--- src/inc/mbi_pkg.sv ---
package mbi_pkg;

    // ----------------------------------------
    // timing
    // ----------------------------------------
    localparam int CLK_NS = 10;        // 100 MHz system clock
    localparam int PHASE_NS = 30;      // each bus phase, least time
    localparam int RST_MIN_NS = 100;   // least reset width, standard variant
    localparam int RST_LV_NS = 500;    // least reset width, low-voltage variant
    localparam int QUIET_LV_NS = 500;  // idle time after low-voltage reset
    localparam logic [7:0] PHASE_CYC = 8'((PHASE_NS + CLK_NS - 1) / CLK_NS);
    localparam logic [7:0] RST_MIN_CYC = 8'((RST_MIN_NS + CLK_NS - 1) / CLK_NS);
    localparam logic [7:0] RST_LV_CYC = 8'((RST_LV_NS + CLK_NS - 1) / CLK_NS);
    localparam logic [7:0] QUIET_LV_CYC = 8'((QUIET_LV_NS + CLK_NS - 1) / CLK_NS);

    // ----------------------------------------
    // register map (byte addresses)
    // ----------------------------------------
    localparam logic [7:0] REG_CTRL = 8'h00;
    localparam logic [7:0] REG_ADDR = 8'h04;
    localparam logic [7:0] REG_WDATA = 8'h08;
    localparam logic [7:0] REG_CMD = 8'h0C;
    localparam logic [7:0] REG_STATUS = 8'h10;

    // control bits
    localparam int CTRL_WR_RW = 0;     // 1: direction select, 0: write strobe
    localparam int CTRL_RD_E = 1;      // 1: enable clock, 0: read strobe
    localparam int CTRL_ALE_HI = 2;    // 1: latch strobe active high
    localparam int CTRL_CS_MODE = 3;   // 1: shared pin is chip select
    localparam int CTRL_RST_HI = 4;    // 1: device reset active high, unless CTRL_LV is set
    localparam int CTRL_LV = 5;        // 1: low-voltage variant
    localparam logic [5:0] CTRL_RESET = 6'h14;

    // command bits
    localparam int CMD_WRITE = 0;
    localparam int CMD_READ = 1;
    localparam int CMD_PROG = 2;
    localparam int CMD_RESET = 3;

    // status bits
    localparam int STAT_BUSY = 0;
    localparam int STAT_RST = 1;
    localparam int STAT_DATA = 8;

    localparam logic [1:0] RESP_OKAY = 2'h0;
    localparam logic [1:0] RESP_SLVERR = 2'h2;

    typedef enum logic [2:0] {
        ST_IDLE, ST_RST_ON, ST_RST_QUIET, ST_ADDR, ST_LATCH, ST_STROBE, ST_RECOVER
    } mbi_state_t;

endpackage

--- src/logic/mbi_host.sv ---
// Our own choices: the address map and register access over AXI4-Lite.
`timescale 1ns/100ps
`default_nettype none

// Behaviour
// device wakes on each input change
// device latches outputs, returns to standby
// device stays standby while inputs stable
// inactive select forces device standby
// program reads use program-space strobe
// write pin: strobe or direction select
// read pin: strobe or enable clock
// select low only while device addressed
// shared pin otherwise carries extra address
// reset polarity selectable, held 100 ns
// low-voltage: active-low, 500 ns, 500 ns idle
// latch strobe polarity, trailing edge captures
// lanes carry address, then data
// device port direction per bit
// first port may output latched address
// second-port selects: four or two terms
// third-port inputs feed decoder
// third-port outputs use one term
// reset deselects all decoder outputs
// device drives lanes only during reads
module mbi_host (
    input wire logic clk_i,                           // system clock
    input wire logic sys_rst_i,                       // synchronous reset, active high
    input wire logic [7:0] s_awaddr_i,                // axi write address
    input wire logic s_awvalid_i,                     // axi write address valid
    output logic s_awready_o,                         // axi write address ready
    input wire logic [31:0] s_wdata_i,                // axi write data
    input wire logic [3:0] s_wstrb_i,                 // axi write strobes
    input wire logic s_wvalid_i,                      // axi write data valid
    output logic s_wready_o,                          // axi write data ready
    output logic [1:0] s_bresp_o,                     // axi write response
    output logic s_bvalid_o,                          // axi write response valid
    input wire logic s_bready_i,                      // axi write response ready
    input wire logic [7:0] s_araddr_i,                // axi read address
    input wire logic s_arvalid_i,                     // axi read address valid
    output logic s_arready_o,                         // axi read address ready
    output logic [31:0] s_rdata_o,                    // axi read data
    output logic [1:0] s_rresp_o,                     // axi read response
    output logic s_rvalid_o,                          // axi read valid
    input wire logic s_rready_i,                      // axi read ready
    input wire logic [7:0] mux_byte_lanes_i,          // lanes as seen on the wire
    output logic [7:0] mux_byte_lanes_o,              // lanes driven value
    output logic mux_byte_lanes_oe_o,                 // lanes driven when high
    output logic [7:0] high_order_address_inputs_o,   // address bits 15:8
    output logic address_latch_strobe_o,              // latch strobe, polarity by config
    output logic write_ctl_o,                         // write strobe or direction select
    output logic read_ctl_o,                          // read strobe or enable clock
    output logic program_space_read_strobe_o,         // program read strobe, active low
    output logic select_or_extra_address_pin_o,       // chip select or address bit 16
    output logic dev_reset_o                          // device reset, polarity by config
);
    // ----------------------------------------
    // register bus
    // ----------------------------------------
    logic wr_en;
    logic [7:0] wr_addr;
    logic [31:0] wr_data;
    logic [3:0] wr_strb;
    logic [7:0] rd_addr;
    logic [31:0] rd_data;
    logic wr_ok;
    logic rd_ok;
    logic [5:0] ctrl;
    logic [16:0] addr;
    logic [7:0] wdata;
    logic [7:0] rdata;

    mbi_axil_slave u_slave (
        .clk_i(clk_i),
        .sys_rst_i(sys_rst_i),
        .awaddr_i(s_awaddr_i),
        .awvalid_i(s_awvalid_i),
        .awready_o(s_awready_o),
        .wdata_i(s_wdata_i),
        .wstrb_i(s_wstrb_i),
        .wvalid_i(s_wvalid_i),
        .wready_o(s_wready_o),
        .bresp_o(s_bresp_o),
        .bvalid_o(s_bvalid_o),
        .bready_i(s_bready_i),
        .araddr_i(s_araddr_i),
        .arvalid_i(s_arvalid_i),
        .arready_o(s_arready_o),
        .rdata_o(s_rdata_o),
        .rresp_o(s_rresp_o),
        .rvalid_o(s_rvalid_o),
        .rready_i(s_rready_i),
        .wr_en_o(wr_en),
        .wr_addr_o(wr_addr),
        .wr_data_o(wr_data),
        .wr_strb_o(wr_strb),
        .wr_ok_i(wr_ok),
        .rd_addr_o(rd_addr),
        .rd_data_i(rd_data),
        .rd_ok_i(rd_ok)
    );

    mbi_pkg::mbi_state_t st;
    mbi_pkg::mbi_state_t next_st;
    logic [7:0] cnt;
    logic [7:0] next_cnt;
    logic cyc_read;
    logic cyc_prog;

    assign wr_ok = (wr_addr <= mbi_pkg::REG_STATUS) && (wr_addr[1:0] == 2'h0);
    assign rd_ok = (rd_addr <= mbi_pkg::REG_STATUS) && (rd_addr[1:0] == 2'h0);

    // decode for reads; status shows the engine's own state
    always_comb begin
        unique case (rd_addr)
            mbi_pkg::REG_CTRL: rd_data = {26'h0, ctrl};
            mbi_pkg::REG_ADDR: rd_data = {15'h0, addr};
            mbi_pkg::REG_WDATA: rd_data = {24'h0, wdata};
            mbi_pkg::REG_STATUS: rd_data = {16'h0, rdata, 6'h0,
                (st == mbi_pkg::ST_RST_ON), (st != mbi_pkg::ST_IDLE)};
            default: rd_data = 32'h0000_0000;
        endcase
    end

    logic wr_cmd;
    logic go_write;
    logic go_read;
    logic go_prog;
    logic go_reset;

    // commands are only taken while idle; otherwise dropped, status shows busy
    assign wr_cmd = wr_en && wr_strb[0] && (wr_addr == mbi_pkg::REG_CMD)
        && (st == mbi_pkg::ST_IDLE);
    assign go_reset = wr_cmd && wr_data[mbi_pkg::CMD_RESET];
    assign go_prog = wr_cmd && !go_reset && wr_data[mbi_pkg::CMD_PROG];
    assign go_read = wr_cmd && !go_reset && !go_prog && wr_data[mbi_pkg::CMD_READ];
    assign go_write = wr_cmd && !go_reset && !go_prog && !go_read
        && wr_data[mbi_pkg::CMD_WRITE];

    // configuration registers, low byte lane only except the address, which takes lanes 0 to 2
    always_ff @(posedge clk_i) begin
        if (sys_rst_i) begin
            ctrl <= mbi_pkg::CTRL_RESET;
            addr <= 17'h00000;
            wdata <= 8'h00;
        end else if (wr_en) begin
            if (wr_addr == mbi_pkg::REG_CTRL && wr_strb[0]) begin
                ctrl <= wr_data[5:0];
            end
            if (wr_addr == mbi_pkg::REG_ADDR) begin
                if (wr_strb[0]) addr[7:0] <= wr_data[7:0];
                if (wr_strb[1]) addr[15:8] <= wr_data[15:8];
                if (wr_strb[2]) addr[16] <= wr_data[16];
            end
            if (wr_addr == mbi_pkg::REG_WDATA && wr_strb[0]) begin
                wdata <= wr_data[7:0];
            end
        end
    end

    // ----------------------------------------
    // bus cycle sequencer
    // ----------------------------------------
    // each state lasts its own count; the count is the phase divider
    always_comb begin
        next_st = st;
        next_cnt = (cnt != 8'h00) ? cnt - 8'h01 : 8'h00;
        unique case (st)
            mbi_pkg::ST_IDLE: begin
                if (go_reset) begin
                    next_st = mbi_pkg::ST_RST_ON;
                    next_cnt = (ctrl[mbi_pkg::CTRL_LV] ? mbi_pkg::RST_LV_CYC
                        : mbi_pkg::RST_MIN_CYC) - 8'h01;
                end else if (go_write || go_read || go_prog) begin
                    next_st = mbi_pkg::ST_ADDR;
                    next_cnt = mbi_pkg::PHASE_CYC - 8'h01;
                end
            end
            mbi_pkg::ST_RST_ON: if (cnt == 8'h00) begin
                next_st = ctrl[mbi_pkg::CTRL_LV] ? mbi_pkg::ST_RST_QUIET : mbi_pkg::ST_IDLE;
                next_cnt = mbi_pkg::QUIET_LV_CYC - 8'h01;
            end
            mbi_pkg::ST_RST_QUIET: if (cnt == 8'h00) next_st = mbi_pkg::ST_IDLE;
            mbi_pkg::ST_ADDR: if (cnt == 8'h00) begin
                next_st = mbi_pkg::ST_LATCH;
                next_cnt = mbi_pkg::PHASE_CYC - 8'h01;
            end
            mbi_pkg::ST_LATCH: if (cnt == 8'h00) begin
                next_st = mbi_pkg::ST_STROBE;
                next_cnt = mbi_pkg::PHASE_CYC - 8'h01;
            end
            mbi_pkg::ST_STROBE: if (cnt == 8'h00) begin
                next_st = mbi_pkg::ST_RECOVER;
                next_cnt = mbi_pkg::PHASE_CYC - 8'h01;
            end
            mbi_pkg::ST_RECOVER: if (cnt == 8'h00) next_st = mbi_pkg::ST_IDLE;
        endcase
    end

    // state and phase count; the device is reset after our own reset
    always_ff @(posedge clk_i) begin
        if (sys_rst_i) begin
            st <= mbi_pkg::ST_RST_ON;
            cnt <= mbi_pkg::RST_LV_CYC - 8'h01;
        end else begin
            st <= next_st;
            cnt <= next_cnt;
        end
    end

    // cycle kind, fixed for the whole cycle
    always_ff @(posedge clk_i) begin
        if (sys_rst_i) begin
            cyc_read <= 1'b0;
            cyc_prog <= 1'b0;
        end else if (st == mbi_pkg::ST_IDLE) begin
            cyc_read <= go_read || go_prog;
            cyc_prog <= go_prog;
        end
    end

    // read data is sampled at the end of the strobe, while still active
    always_ff @(posedge clk_i) begin
        if (sys_rst_i) begin
            rdata <= 8'h00;
        end else if (st == mbi_pkg::ST_STROBE && cnt == 8'h00 && cyc_read) begin
            rdata <= mux_byte_lanes_i;
        end
    end

    // ----------------------------------------
    // pin drivers
    // ----------------------------------------
    logic n_cyc;
    logic n_addr_ph;
    logic n_strobe;
    logic n_read;
    logic n_prog;

    assign n_cyc = (next_st == mbi_pkg::ST_ADDR) || (next_st == mbi_pkg::ST_LATCH)
        || (next_st == mbi_pkg::ST_STROBE) || (next_st == mbi_pkg::ST_RECOVER);
    assign n_addr_ph = (next_st == mbi_pkg::ST_ADDR) || (next_st == mbi_pkg::ST_LATCH);
    assign n_strobe = (next_st == mbi_pkg::ST_STROBE);
    assign n_read = (st == mbi_pkg::ST_IDLE) ? (go_read || go_prog) : cyc_read;
    assign n_prog = (st == mbi_pkg::ST_IDLE) ? go_prog : cyc_prog;

    // pins are registered from the next state so they move with it
    always_ff @(posedge clk_i) begin
        if (sys_rst_i) begin
            mux_byte_lanes_o <= 8'h00;
            mux_byte_lanes_oe_o <= 1'b0;
            high_order_address_inputs_o <= 8'h00;
            address_latch_strobe_o <= 1'b0;
            write_ctl_o <= 1'b1;
            read_ctl_o <= 1'b1;
            program_space_read_strobe_o <= 1'b1;
            select_or_extra_address_pin_o <= 1'b1;
            dev_reset_o <= 1'b1;
        end else begin
            mux_byte_lanes_o <= n_addr_ph ? addr[7:0] : wdata;
            mux_byte_lanes_oe_o <= n_addr_ph || (n_cyc && !n_read);
            high_order_address_inputs_o <= addr[15:8];
            // address held steady across the trailing edge of the strobe
            address_latch_strobe_o <= (next_st == mbi_pkg::ST_ADDR)
                ~^ ctrl[mbi_pkg::CTRL_ALE_HI];
            write_ctl_o <= ctrl[mbi_pkg::CTRL_WR_RW] ? !(n_cyc && !n_read)
                : !(n_strobe && !n_read);
            read_ctl_o <= ctrl[mbi_pkg::CTRL_RD_E] ? n_strobe
                : !(n_strobe && n_read && !n_prog);
            program_space_read_strobe_o <= !(n_strobe && n_prog);
            // select stays high between cycles so the device sits in standby
            select_or_extra_address_pin_o <= ctrl[mbi_pkg::CTRL_CS_MODE]
                ? !n_cyc : addr[16];
            // low-voltage parts only take an active-low reset
            dev_reset_o <= (next_st == mbi_pkg::ST_RST_ON) ~^
                (ctrl[mbi_pkg::CTRL_RST_HI] && !ctrl[mbi_pkg::CTRL_LV]);
        end
    end

    // ----------------------------------------
    // checks
    // ----------------------------------------
    logic [7:0] rst_held;
    logic [7:0] quiet;
    logic rst_act;

    assign rst_act = (st == mbi_pkg::ST_RST_ON);

    // cycles of reset drive, and cycles since its release
    always_ff @(posedge clk_i) begin
        if (sys_rst_i) begin
            rst_held <= 8'h00;
            quiet <= 8'h00;
        end else begin
            rst_held <= rst_act ? rst_held + 8'h01 : 8'h00;
            quiet <= rst_act ? 8'h00 : ((quiet != 8'hFF) ? quiet + 8'h01 : quiet);
        end
    end
endmodule

`default_nettype wire

--- src/logic/mbi_axil_slave.sv ---
`timescale 1ns/100ps
`default_nettype none

// ----------------------------------------
// axi4-lite slave front end
// ----------------------------------------
module mbi_axil_slave (
    input wire logic clk_i,            // system clock
    input wire logic sys_rst_i,        // synchronous reset, active high
    input wire logic [7:0] awaddr_i,   // write address
    input wire logic awvalid_i,        // write address valid
    output logic awready_o,            // write address ready
    input wire logic [31:0] wdata_i,   // write data
    input wire logic [3:0] wstrb_i,    // write byte strobes
    input wire logic wvalid_i,         // write data valid
    output logic wready_o,             // write data ready
    output logic [1:0] bresp_o,        // write response
    output logic bvalid_o,             // write response valid
    input wire logic bready_i,         // write response ready
    input wire logic [7:0] araddr_i,   // read address
    input wire logic arvalid_i,        // read address valid
    output logic arready_o,            // read address ready
    output logic [31:0] rdata_o,       // read data
    output logic [1:0] rresp_o,        // read response
    output logic rvalid_o,             // read data valid
    input wire logic rready_i,         // read data ready
    output logic wr_en_o,              // one-cycle register write
    output logic [7:0] wr_addr_o,      // held write address
    output logic [31:0] wr_data_o,     // held write data
    output logic [3:0] wr_strb_o,      // held byte strobes
    input wire logic wr_ok_i,          // write address is mapped
    output logic [7:0] rd_addr_o,      // read address for decode
    input wire logic [31:0] rd_data_i, // decoded read data
    input wire logic rd_ok_i           // read address is mapped
);
    logic aw_held;
    logic w_held;

    assign wr_en_o = aw_held & w_held & ~bvalid_o;
    assign rd_addr_o = araddr_i;

    // write channels: each taken once, in either order, then answered
    always_ff @(posedge clk_i) begin
        if (sys_rst_i) begin
            aw_held <= 1'b0;
            w_held <= 1'b0;
            awready_o <= 1'b1;
            wready_o <= 1'b1;
            bvalid_o <= 1'b0;
            bresp_o <= mbi_pkg::RESP_OKAY;
            wr_addr_o <= 8'h00;
            wr_data_o <= 32'h0000_0000;
            wr_strb_o <= 4'h0;
        end else begin
            if (awvalid_i && awready_o) begin
                aw_held <= 1'b1;
                awready_o <= 1'b0;
                wr_addr_o <= awaddr_i;
            end
            if (wvalid_i && wready_o) begin
                w_held <= 1'b1;
                wready_o <= 1'b0;
                wr_data_o <= wdata_i;
                wr_strb_o <= wstrb_i;
            end
            if (wr_en_o) begin
                bvalid_o <= 1'b1;
                bresp_o <= wr_ok_i ? mbi_pkg::RESP_OKAY : mbi_pkg::RESP_SLVERR;
            end
            if (bvalid_o && bready_i) begin
                bvalid_o <= 1'b0;
                aw_held <= 1'b0;
                w_held <= 1'b0;
                awready_o <= 1'b1;
                wready_o <= 1'b1;
            end
        end
    end

    // read channel: data captured at the address handshake
    always_ff @(posedge clk_i) begin
        if (sys_rst_i) begin
            arready_o <= 1'b1;
            rvalid_o <= 1'b0;
            rdata_o <= 32'h0000_0000;
            rresp_o <= mbi_pkg::RESP_OKAY;
        end else if (arvalid_i && arready_o) begin
            arready_o <= 1'b0;
            rvalid_o <= 1'b1;
            rdata_o <= rd_ok_i ? rd_data_i : 32'h0000_0000;
            rresp_o <= rd_ok_i ? mbi_pkg::RESP_OKAY : mbi_pkg::RESP_SLVERR;
        end else if (rvalid_o && rready_i) begin
            rvalid_o <= 1'b0;
            arready_o <= 1'b1;
        end
    end

endmodule

`default_nettype wire

--- config.mk ---
export PLATFORM = sky130hd
export DESIGN_NAME = mbi_host
export DESIGN_NICKNAME = d
export VERILOG_FILES = /design/src/inc/mbi_pkg.sv /design/src/logic/mbi_host.sv /design/src/logic/mbi_axil_slave.sv
export SDC_FILE = /design/constraint.sdc
export NUM_CORES = 1
export LEC_CHECK = 0
export BUFFER_PORTS_ARGS = -buffer_cell sky130_fd_sc_hd__clkbuf_2
export CAP_MARGIN = 30
export CORE_MARGIN = 2
export CORE_UTILIZATION = 45
export DETAILED_ROUTE_END_ITERATION = 10
export PLACE_DENSITY = 0.77
export SYNTH_ARGS = -nofsm -noshare
export SYNTH_HDL_FRONTEND = slang
export SYNTH_SLANG_ARGS = --single-unit
export TNS_END_PERCENT = 50
--- constraint.sdc ---
create_clock -name clk_i -period 2.7 [get_ports clk_i]
set_clock_uncertainty 0.15 [all_clocks]
set_input_delay 0 -clock clk_i [delete_from_list [all_inputs] [get_ports clk_i]]
set_output_delay 0 -clock clk_i [all_outputs]
set_load 0.01 [all_outputs]
==> out/results.md, run 1 <==
### Layout
- 19.1% — share of cells above drive strength 1
- dfxtp_1 — most common library cell in the layout ignoring fill and taps
- 61.3% — final core utilization
- 33.1% — P&R area growth vs syn
- 129 x dfxtp_1, 114 x nand2_1, 96 x clkbuf_2 — commonest non-fill, non-tap cells in the layout
- 7360 µm² — final instance area
- 0 — ANT cells
- 878 — net count of the finished layout
- 969 — Final Non-Filler Cells

### Route
- 5 — Pre-antenna DRT Iters
- 15,400 µm — final routed wirelength across all metal layers
- 0 — remaining antenna violation count
- 15.9 µm — WL per Instance
- 5,350 — count of vias placed by the detailed router
- 5.52 — detailed-route vias per instance
- 0 — Residual DRC
- 422 — violation count after the first detailed-route iteration

### Yosys
- 0.950% — Post-Synth XOR/XNOR Area
- 8.50 µm² — mean instance size in the synthesized netlist
- 0 — number of enable flip-flop cells after synthesis
- 5530 µm² — synthesized cell area
- 46.7% — Synth top area share
- dfxtp_1 — most common flop cell mapped by yosys
- 0 — Synth Warn #
- dfxtp_1 47%, nand2_1 7.7%, a21oi_1 5.4%, mux2i_1 4.5%, nor2_1 3.8% — ranking of synthesized cells by area
- 63 — count of cell types in the netlist
- 129 — number of synthesized register bits
- 651 — count of mapped cells out of synthesis
- 46.7% — Seq/Total Area, Yosys
- 0% — ys async rst share
- 0.633% — adder-cell share of the synthesized area
- dfxtp_1 — library cell occupying the most area in the post-synthesis netlist
- 25.4% — simple-gate share of the synthesized area
- 16.0% — complex-gate fraction of the synthesized area
- simple AND/OR/NAND/NOR gates — dominant combinational cell family by area after synthesis
- 4.52% — portion of netlist area occupied by mux cells

### Setup path
- 0 — worst path buffer plus inverter count
- or4_4 — slowest library cell on the worst path
- flop — endpoint class of the critical path
- reg2reg — worst setup path category
- 4 — maximum fanout along the worst path
- or4_4 > or4_4 > nor4_4 > a31oi_1 > a2111oi_2 > o21ai_1 — critical-path cell list
- flop — startpoint class of the critical path
- 2740 ps — worst path arrival time
- simple AND/OR/NAND/NOR gates — cell family with the largest share of critical-path delay
- 80 ps — worst reg2reg setup slack
- 2820 ps — data required time of the critical path
- 590 ps — worst stage delay on the critical path
- or4_4 — cell with the most instances on the worst path

### Floorplan
- 12,000 µm² — placeable core region
- 115 µm — die width
- 40 — number of cell rows
- 131 — IO Count
- 46.0% — starting utilization of the core area
- 115 µm — die height
- 13,200 µm² — Die ar.

### Placed design
- 875 — total placed cells including tap cells
- 48.0 ps — DP Worst Slack
- 9780 µm — detailed placer's ending HPWL
- 6130 µm² — placed standard-cell area
- 0.906 — placer congestion estimate
- 97 — Port Buf Inserts

### Timing
- 382 MHz — FMAX
- 97.0% — final worst-path cycle share
- 0 — total of endpoints with negative setup slack in the final report
- 81.9 ps — min setup slack post-route
- 773 ps — Worst Max-Slew Pin Slew
- 0 — Max Slew Vio Count
- 48.5% — worst slew margin relative to its limit
- true — unrepaired setup endpoints after global routing
- 0 — Final Hold Viols
- 2620 ps — final critical delay including setup and external delays

### Clock network
- 129 — CTS Sinks
- 60 ps — clock slew at the register clock pins of the worst setup and hold paths
- 17 — number of CTS-inserted buffers
- yes — CTS tree
- 2 — clock buffer depth
- 0 — setup repair bufs after CTS
- 4 — maximum level of the CTS H-tree
- 420 ps — clk_lat worst skew
- clkbuf_16 — root buffer cell

### Global routing
- 81 — largest net degree at the start of global routing
- 23.3% — overall fraction of global-route tracks in use
- 0 — remaining global-route overflow
- 4,995 — number of global-route vias before repair
- 24,300 µm — first-pass GRT wire length
- 0 — number of antenna violations at the first check in global routing

### Power and ir drop
- 4.60 mW — overall power of the completed layout
- 3.11 nW — static leakage
- 0.328 mV — peak supply drop
- 626 nW/µm² — areal power density over the cells

### Status
- complete, no violations — result of the run

### Min path
- in2reg — type of the most critical hold path

### Run
- 0 — Max-Cap Viols

[Yosys cell counts (2+ instances only)]
cell type and instances:
o21ai_0 5, a21o_1 2, o2bb2ai_1 4, clkbuf_1 34, buf_4 19, nand2b_1 4, o31ai_1 3, or3_1 2
a22oi_1 24, nor3_1 14, a21oi_1 60, nor2b_1 21, mux2i_1 25, xor2_1 2, nor2_1 56, o22ai_1 2
nand2_1 114, a32o_1 4, o21a_1 2, or4_4 2, nor3b_1 12, or4_1 2, nor4_1 6, nor3b_2 2
nand4_1 3, a211oi_1 2, nand3_1 28, dfxtp_1 129, inv_1 10, nand4b_1 2, and2_1 7, a31oi_1 5
a22o_1 9, ha_1 2, nor3_2 2, xnor2_1 4
[worst reg2reg max path: cells and delay by family (launching register included)]
kind | cells | cell delay (ps)
and+or+nand+nor | 3 | 1470
AOI/OAI and AO/OA | 3 | 550
DFF | 1 | 310
[repair_timing]
action / 4_1_cts / 5_1_grt
setup endpoints to repair: 0 / 15
gates resized for setup: 0 / 3
hold endpoints to repair: 56 / 0
hold buffers: 62 / 0
[logic make-up after synthesis]
| logic type | after synthesis |
|---|---|
| fa+ha+maj | 3 |
| other cells | 1 |
| simple gates | 287 |
| buf+inv | 65 |
| compound gates | 135 |
| xor+xnor | 6 |
| mux | 25 |
| flops | 129 |
[state kept, by name, summed over array words and instances, names as in the netlist, 3 cells and up]
signal and count:
u_slave.wr_data_o 17, cnt 8, mux_byte_lanes_o 8, high_order_address_inputs_o 8
st 3, rdata 8, u_slave.wr_strb_o 3, u_slave.rdata_o 17
u_slave.wr_addr_o 8, addr 17, ctrl 6, wdata 8
[stage by stage]
step / setup TNS [ps] / hold WS [ps]
2_1_floorplan: 0 / -49.6
4_1_cts: 0 / 111
3_5_place_dp: 0 / 78.9
3_3_place_gp: 0 / 62.6
6_report: 0 / 121
5_1_grt: -92.2 / 161
[area by class of cell]
cell class / count / area (µm²)
clock buffers: 24 / 492
clock inverters: 8 / 103
fillers: 972 / 4650
inverters: 10 / 37.5
multi-input cells: 473 / 2710
flip-flops and latches: 129 / 2580
well taps: 147 / 184
repair buffers: 178 / 1250
[layer usage]
layer | vias up | routed length (µm) | track usage (%)
met1 | 2479 | 6450 | 29.4
met3 | 30 | 1170 | 5.59
met4 | 0 | 327 | 8.51
met2 | 280 | 7460 | 39.1
li1 | 2561 | - | -
met5 | - | 0 | 0
[path summary, 6_finish.rpt]
check                                           from                                  to  cells past startpoint
setup / recovery   u_slave.wr_addr_o[0]$_SDFFE_PP0P_               read_ctl_o$_SDFF_PP1_                      6
setup reg to reg   u_slave.wr_addr_o[0]$_SDFFE_PP0P_               read_ctl_o$_SDFF_PP1_                      6
hold / removal                         s_araddr_i[3]     u_slave.rdata_o[0]$_SDFFE_PP0P_                      4
hold reg to reg   u_slave.wr_data_o[14]$_SDFFE_PP0P_  u_slave.wr_data_o[14]$_SDFFE_PP0P_                      2
[power breakdown]
group          internal, mW  switching (mW)
clock network          1.46           0.817
logic                 0.161           0.174
registers              1.95          0.0447
Note: power is estimated with default switching activity, not from simulation.
==> run 2: changes to the inputs <==
- CORE_MARGIN: 2 -> 1
==> out/results.md, run 2 (synthesized netlist as in run 1, its figures left out) <==
### Setup path
- or4_4 > or4_4 > nor4_4 > buf_4 > nor3_1 > or4_1 — critical-path cell list
- reg2reg — worst setup path category
- simple AND/OR/NAND/NOR gates — cell family with the largest share of critical-path delay
- 6 — R2R cell count
- or4_4 — cell with the most instances on the worst path
- 80 ps — worst reg2reg setup slack
- 4 — maximum fanout along the worst path
- u_slave.wr_addr_o[0]$_SDFFE_PP0P_ — R2R Path Start
- cnt[0]$_SDFF_PP1_ — worst reg2reg path endpoint
- 2760 ps — worst path arrival time
- flop — endpoint class of the critical path
- 560 ps — worst stage delay on the critical path
- 1 — worst path buffer plus inverter count
- flop — startpoint class of the critical path
- 2840 ps — data required time of the critical path
- or4_4 — slowest library cell on the worst path

### Clock network
- clkbuf_16 — root buffer cell
- 129 — CTS Sinks
- 60 ps — clock slew at the register clock pins of the worst setup and hold paths
- yes — CTS tree
- 2 — clock buffer depth
- 17 — number of CTS-inserted buffers
- 420 ps — clk_lat worst skew
- 4 — maximum level of the CTS H-tree

### Min path
- in2reg — type of the most critical hold path
- 4 — worst hold path stage count
- s_araddr_i[3] — start point of the worst min-delay path
- u_slave.rdata_o[0]$_SDFFE_PP0P_ — endpoint of the worst hold path

### Power and ir drop
- 3.69 mW — cell-internal power
- 3.17 nW — static leakage
- 7.2% — combinational power share
- 635 nW/µm² — areal power density over the cells
- 42.1% — Flop pwr share
- 1.06 mW — net switching power figure
- 0.391 mV — peak supply drop
- 50.8% — Clk pwr share
- 22.3% — switching part of the total

### Layout
- dfxtp_1 — most common library cell in the layout ignoring fill and taps
- 35.0% — P&R area growth vs syn
- 7470 µm² — final instance area
- 0 — ANT cells
- 129 x dfxtp_1, 114 x nand2_1, 96 x clkbuf_2 — commonest non-fill, non-tap cells in the layout
- 19.8% — share of cells above drive strength 1
- 62.2% — final core utilization
- addr x17, u_slave.rdata_o x17, u_slave.wr_data_o x17 — Top Registers
- 885 — net count of the finished layout

### Global routing
- 23.9% — overall fraction of global-route tracks in use
- 23,800 µm — first-pass GRT wire length
- 0 — number of antenna violations at the first check in global routing
- 0 — remaining global-route overflow
- 72 — largest net degree at the start of global routing
- 5,011 — number of global-route vias before repair

### Route
- 15.5 µm — WL per Instance
- 15,100 µm — final routed wirelength across all metal layers
- 5,377 — count of vias placed by the detailed router
- 5.51 — detailed-route vias per instance
- 0 — Residual DRC
- 0 — remaining antenna violation count
- 5 — Pre-antenna DRT Iters
- 385 — violation count after the first detailed-route iteration

### Placed design
- 6150 µm² — placed standard-cell area
- 9630 µm — detailed placer's ending HPWL
- 97 — Port Buf Inserts
- 0.888 — placer congestion estimate

### Timing
- 2620 ps — final critical delay including setup and external delays
- 110 ps — smallest hold slack
- 698 ps — Worst Max-Slew Pin Slew
- 0 — Max Slew Vio Count
- 0 — Final Hold Viols
- false — unrepaired setup endpoints after global routing
- 53.4% — worst slew margin relative to its limit
- 0 ps — Setup TNS
- 381 MHz — FMAX
- 97.1% — final worst-path cycle share
- 0 — total of endpoints with negative setup slack in the final report

### Run
- 0 — Max-Cap Viols

### Floorplan
- 113 µm — die width
- 113 µm — die height
- 46.0% — starting utilization of the core area
- 131 — IO Count
- 12,000 µm² — placeable core region
- 12,700 µm² — Die ar.
- 40 — number of cell rows

### Status
- complete, no violations — result of the run

## run 2: cell count changes in the layout (fill, tap and decap cells not counted), sizes merged
cell,delta
clkbuf,-5
clkinv,+4
dlygate4sd3,+4
buf,+3
bufinv,+2
clkinvlp,-1
## run 2: power by group through the flow
stage               clock network, mW  registers (mW)  logic (mW)
floorplan                           0            2.02       0.192
global placement                    0            2.03       0.248
detailed placement                  0            2.03       0.255
CTS                              2.42            1.99       0.332
global route                     2.51            2.00       0.375
finish                           2.41            2.00       0.340
## run 2: area by class of cell
class / instances / area, µm²
Multi-Input combinational cell: 473 / 2720
Timing Repair Buffer: 185 / 1310
Fill cell: 933 / 4550
Clock buffer: 19 / 443
Clock inverter: 13 / 186
Inverter: 10 / 37.5
Sequential cell: 129 / 2580
Tap cell: 147 / 184
## run 2: through the flow
step / worst slack [ps] / cells / power (mW)
finish: 78.2 / 976 / 4.74
global route: 11.1 / 976 / 4.89
CTS: 29.2 / 975 / 4.75
detailed placement: 17.3 / 877 / 2.29
global placement: 102 / 877 / 2.28
floorplan: 200 / 667 / 2.22
## run 2: worst max path at each step
stage	slack, ps	cells past startpoint	end	from
final	80	6	cnt[0]$_SDFF_PP1_	u_slave.wr_addr_o[0]$_SDFFE_PP0P_
after global routing	10	6	cnt[0]$_SDFF_PP1_	u_slave.wr_addr_o[0]$_SDFFE_PP0P_
after CTS	30	6	write_ctl_o$_SDFF_PP1_	u_slave.wr_addr_o[0]$_SDFFE_PP0P_
after detailed placement	20	7	mux_byte_lanes_o[6]$_SDFF_PP0_	u_slave.wr_addr_o[0]$_SDFFE_PP0P_
after global placement	100	6	address_latch_strobe_o$_SDFF_PP0_	u_slave.wr_addr_o[0]$_SDFFE_PP0P_
after floorplan	200	6	read_ctl_o$_SDFF_PP1_	u_slave.wr_addr_o[0]$_SDFFE_PP0P_
## run 2: repair_timing
| action | 4_1_cts | 5_1_grt |
|---|---|---|
| pin swaps | 0 | 3 |
| hold buffers | 66 | 0 |
| hold endpoints to repair | 58 | 0 |
| setup buffers | 0 | 1 |
| gates resized for setup | 2 | 3 |
| endpoints found under the setup margin | 2 | 9 |
## run 2: tightest hold or removal path, delay by kind of cell
kind | cells | cell delay, ps
AND/OR/NAND/NOR | 1 | 120
buffers and inverters | 1 | 290
AO/OA/AOI/OAI | 2 | 230
## run 2: metal layers
layer  global-route usage [%]  share of wire, %  vias up
li1                         -                 -     2575
met1                     30.3                43     2521
met2                     38.5                47      244
met3                     5.41               7.1       37
met4                     11.6               2.7        0
met5                        0                 0        -
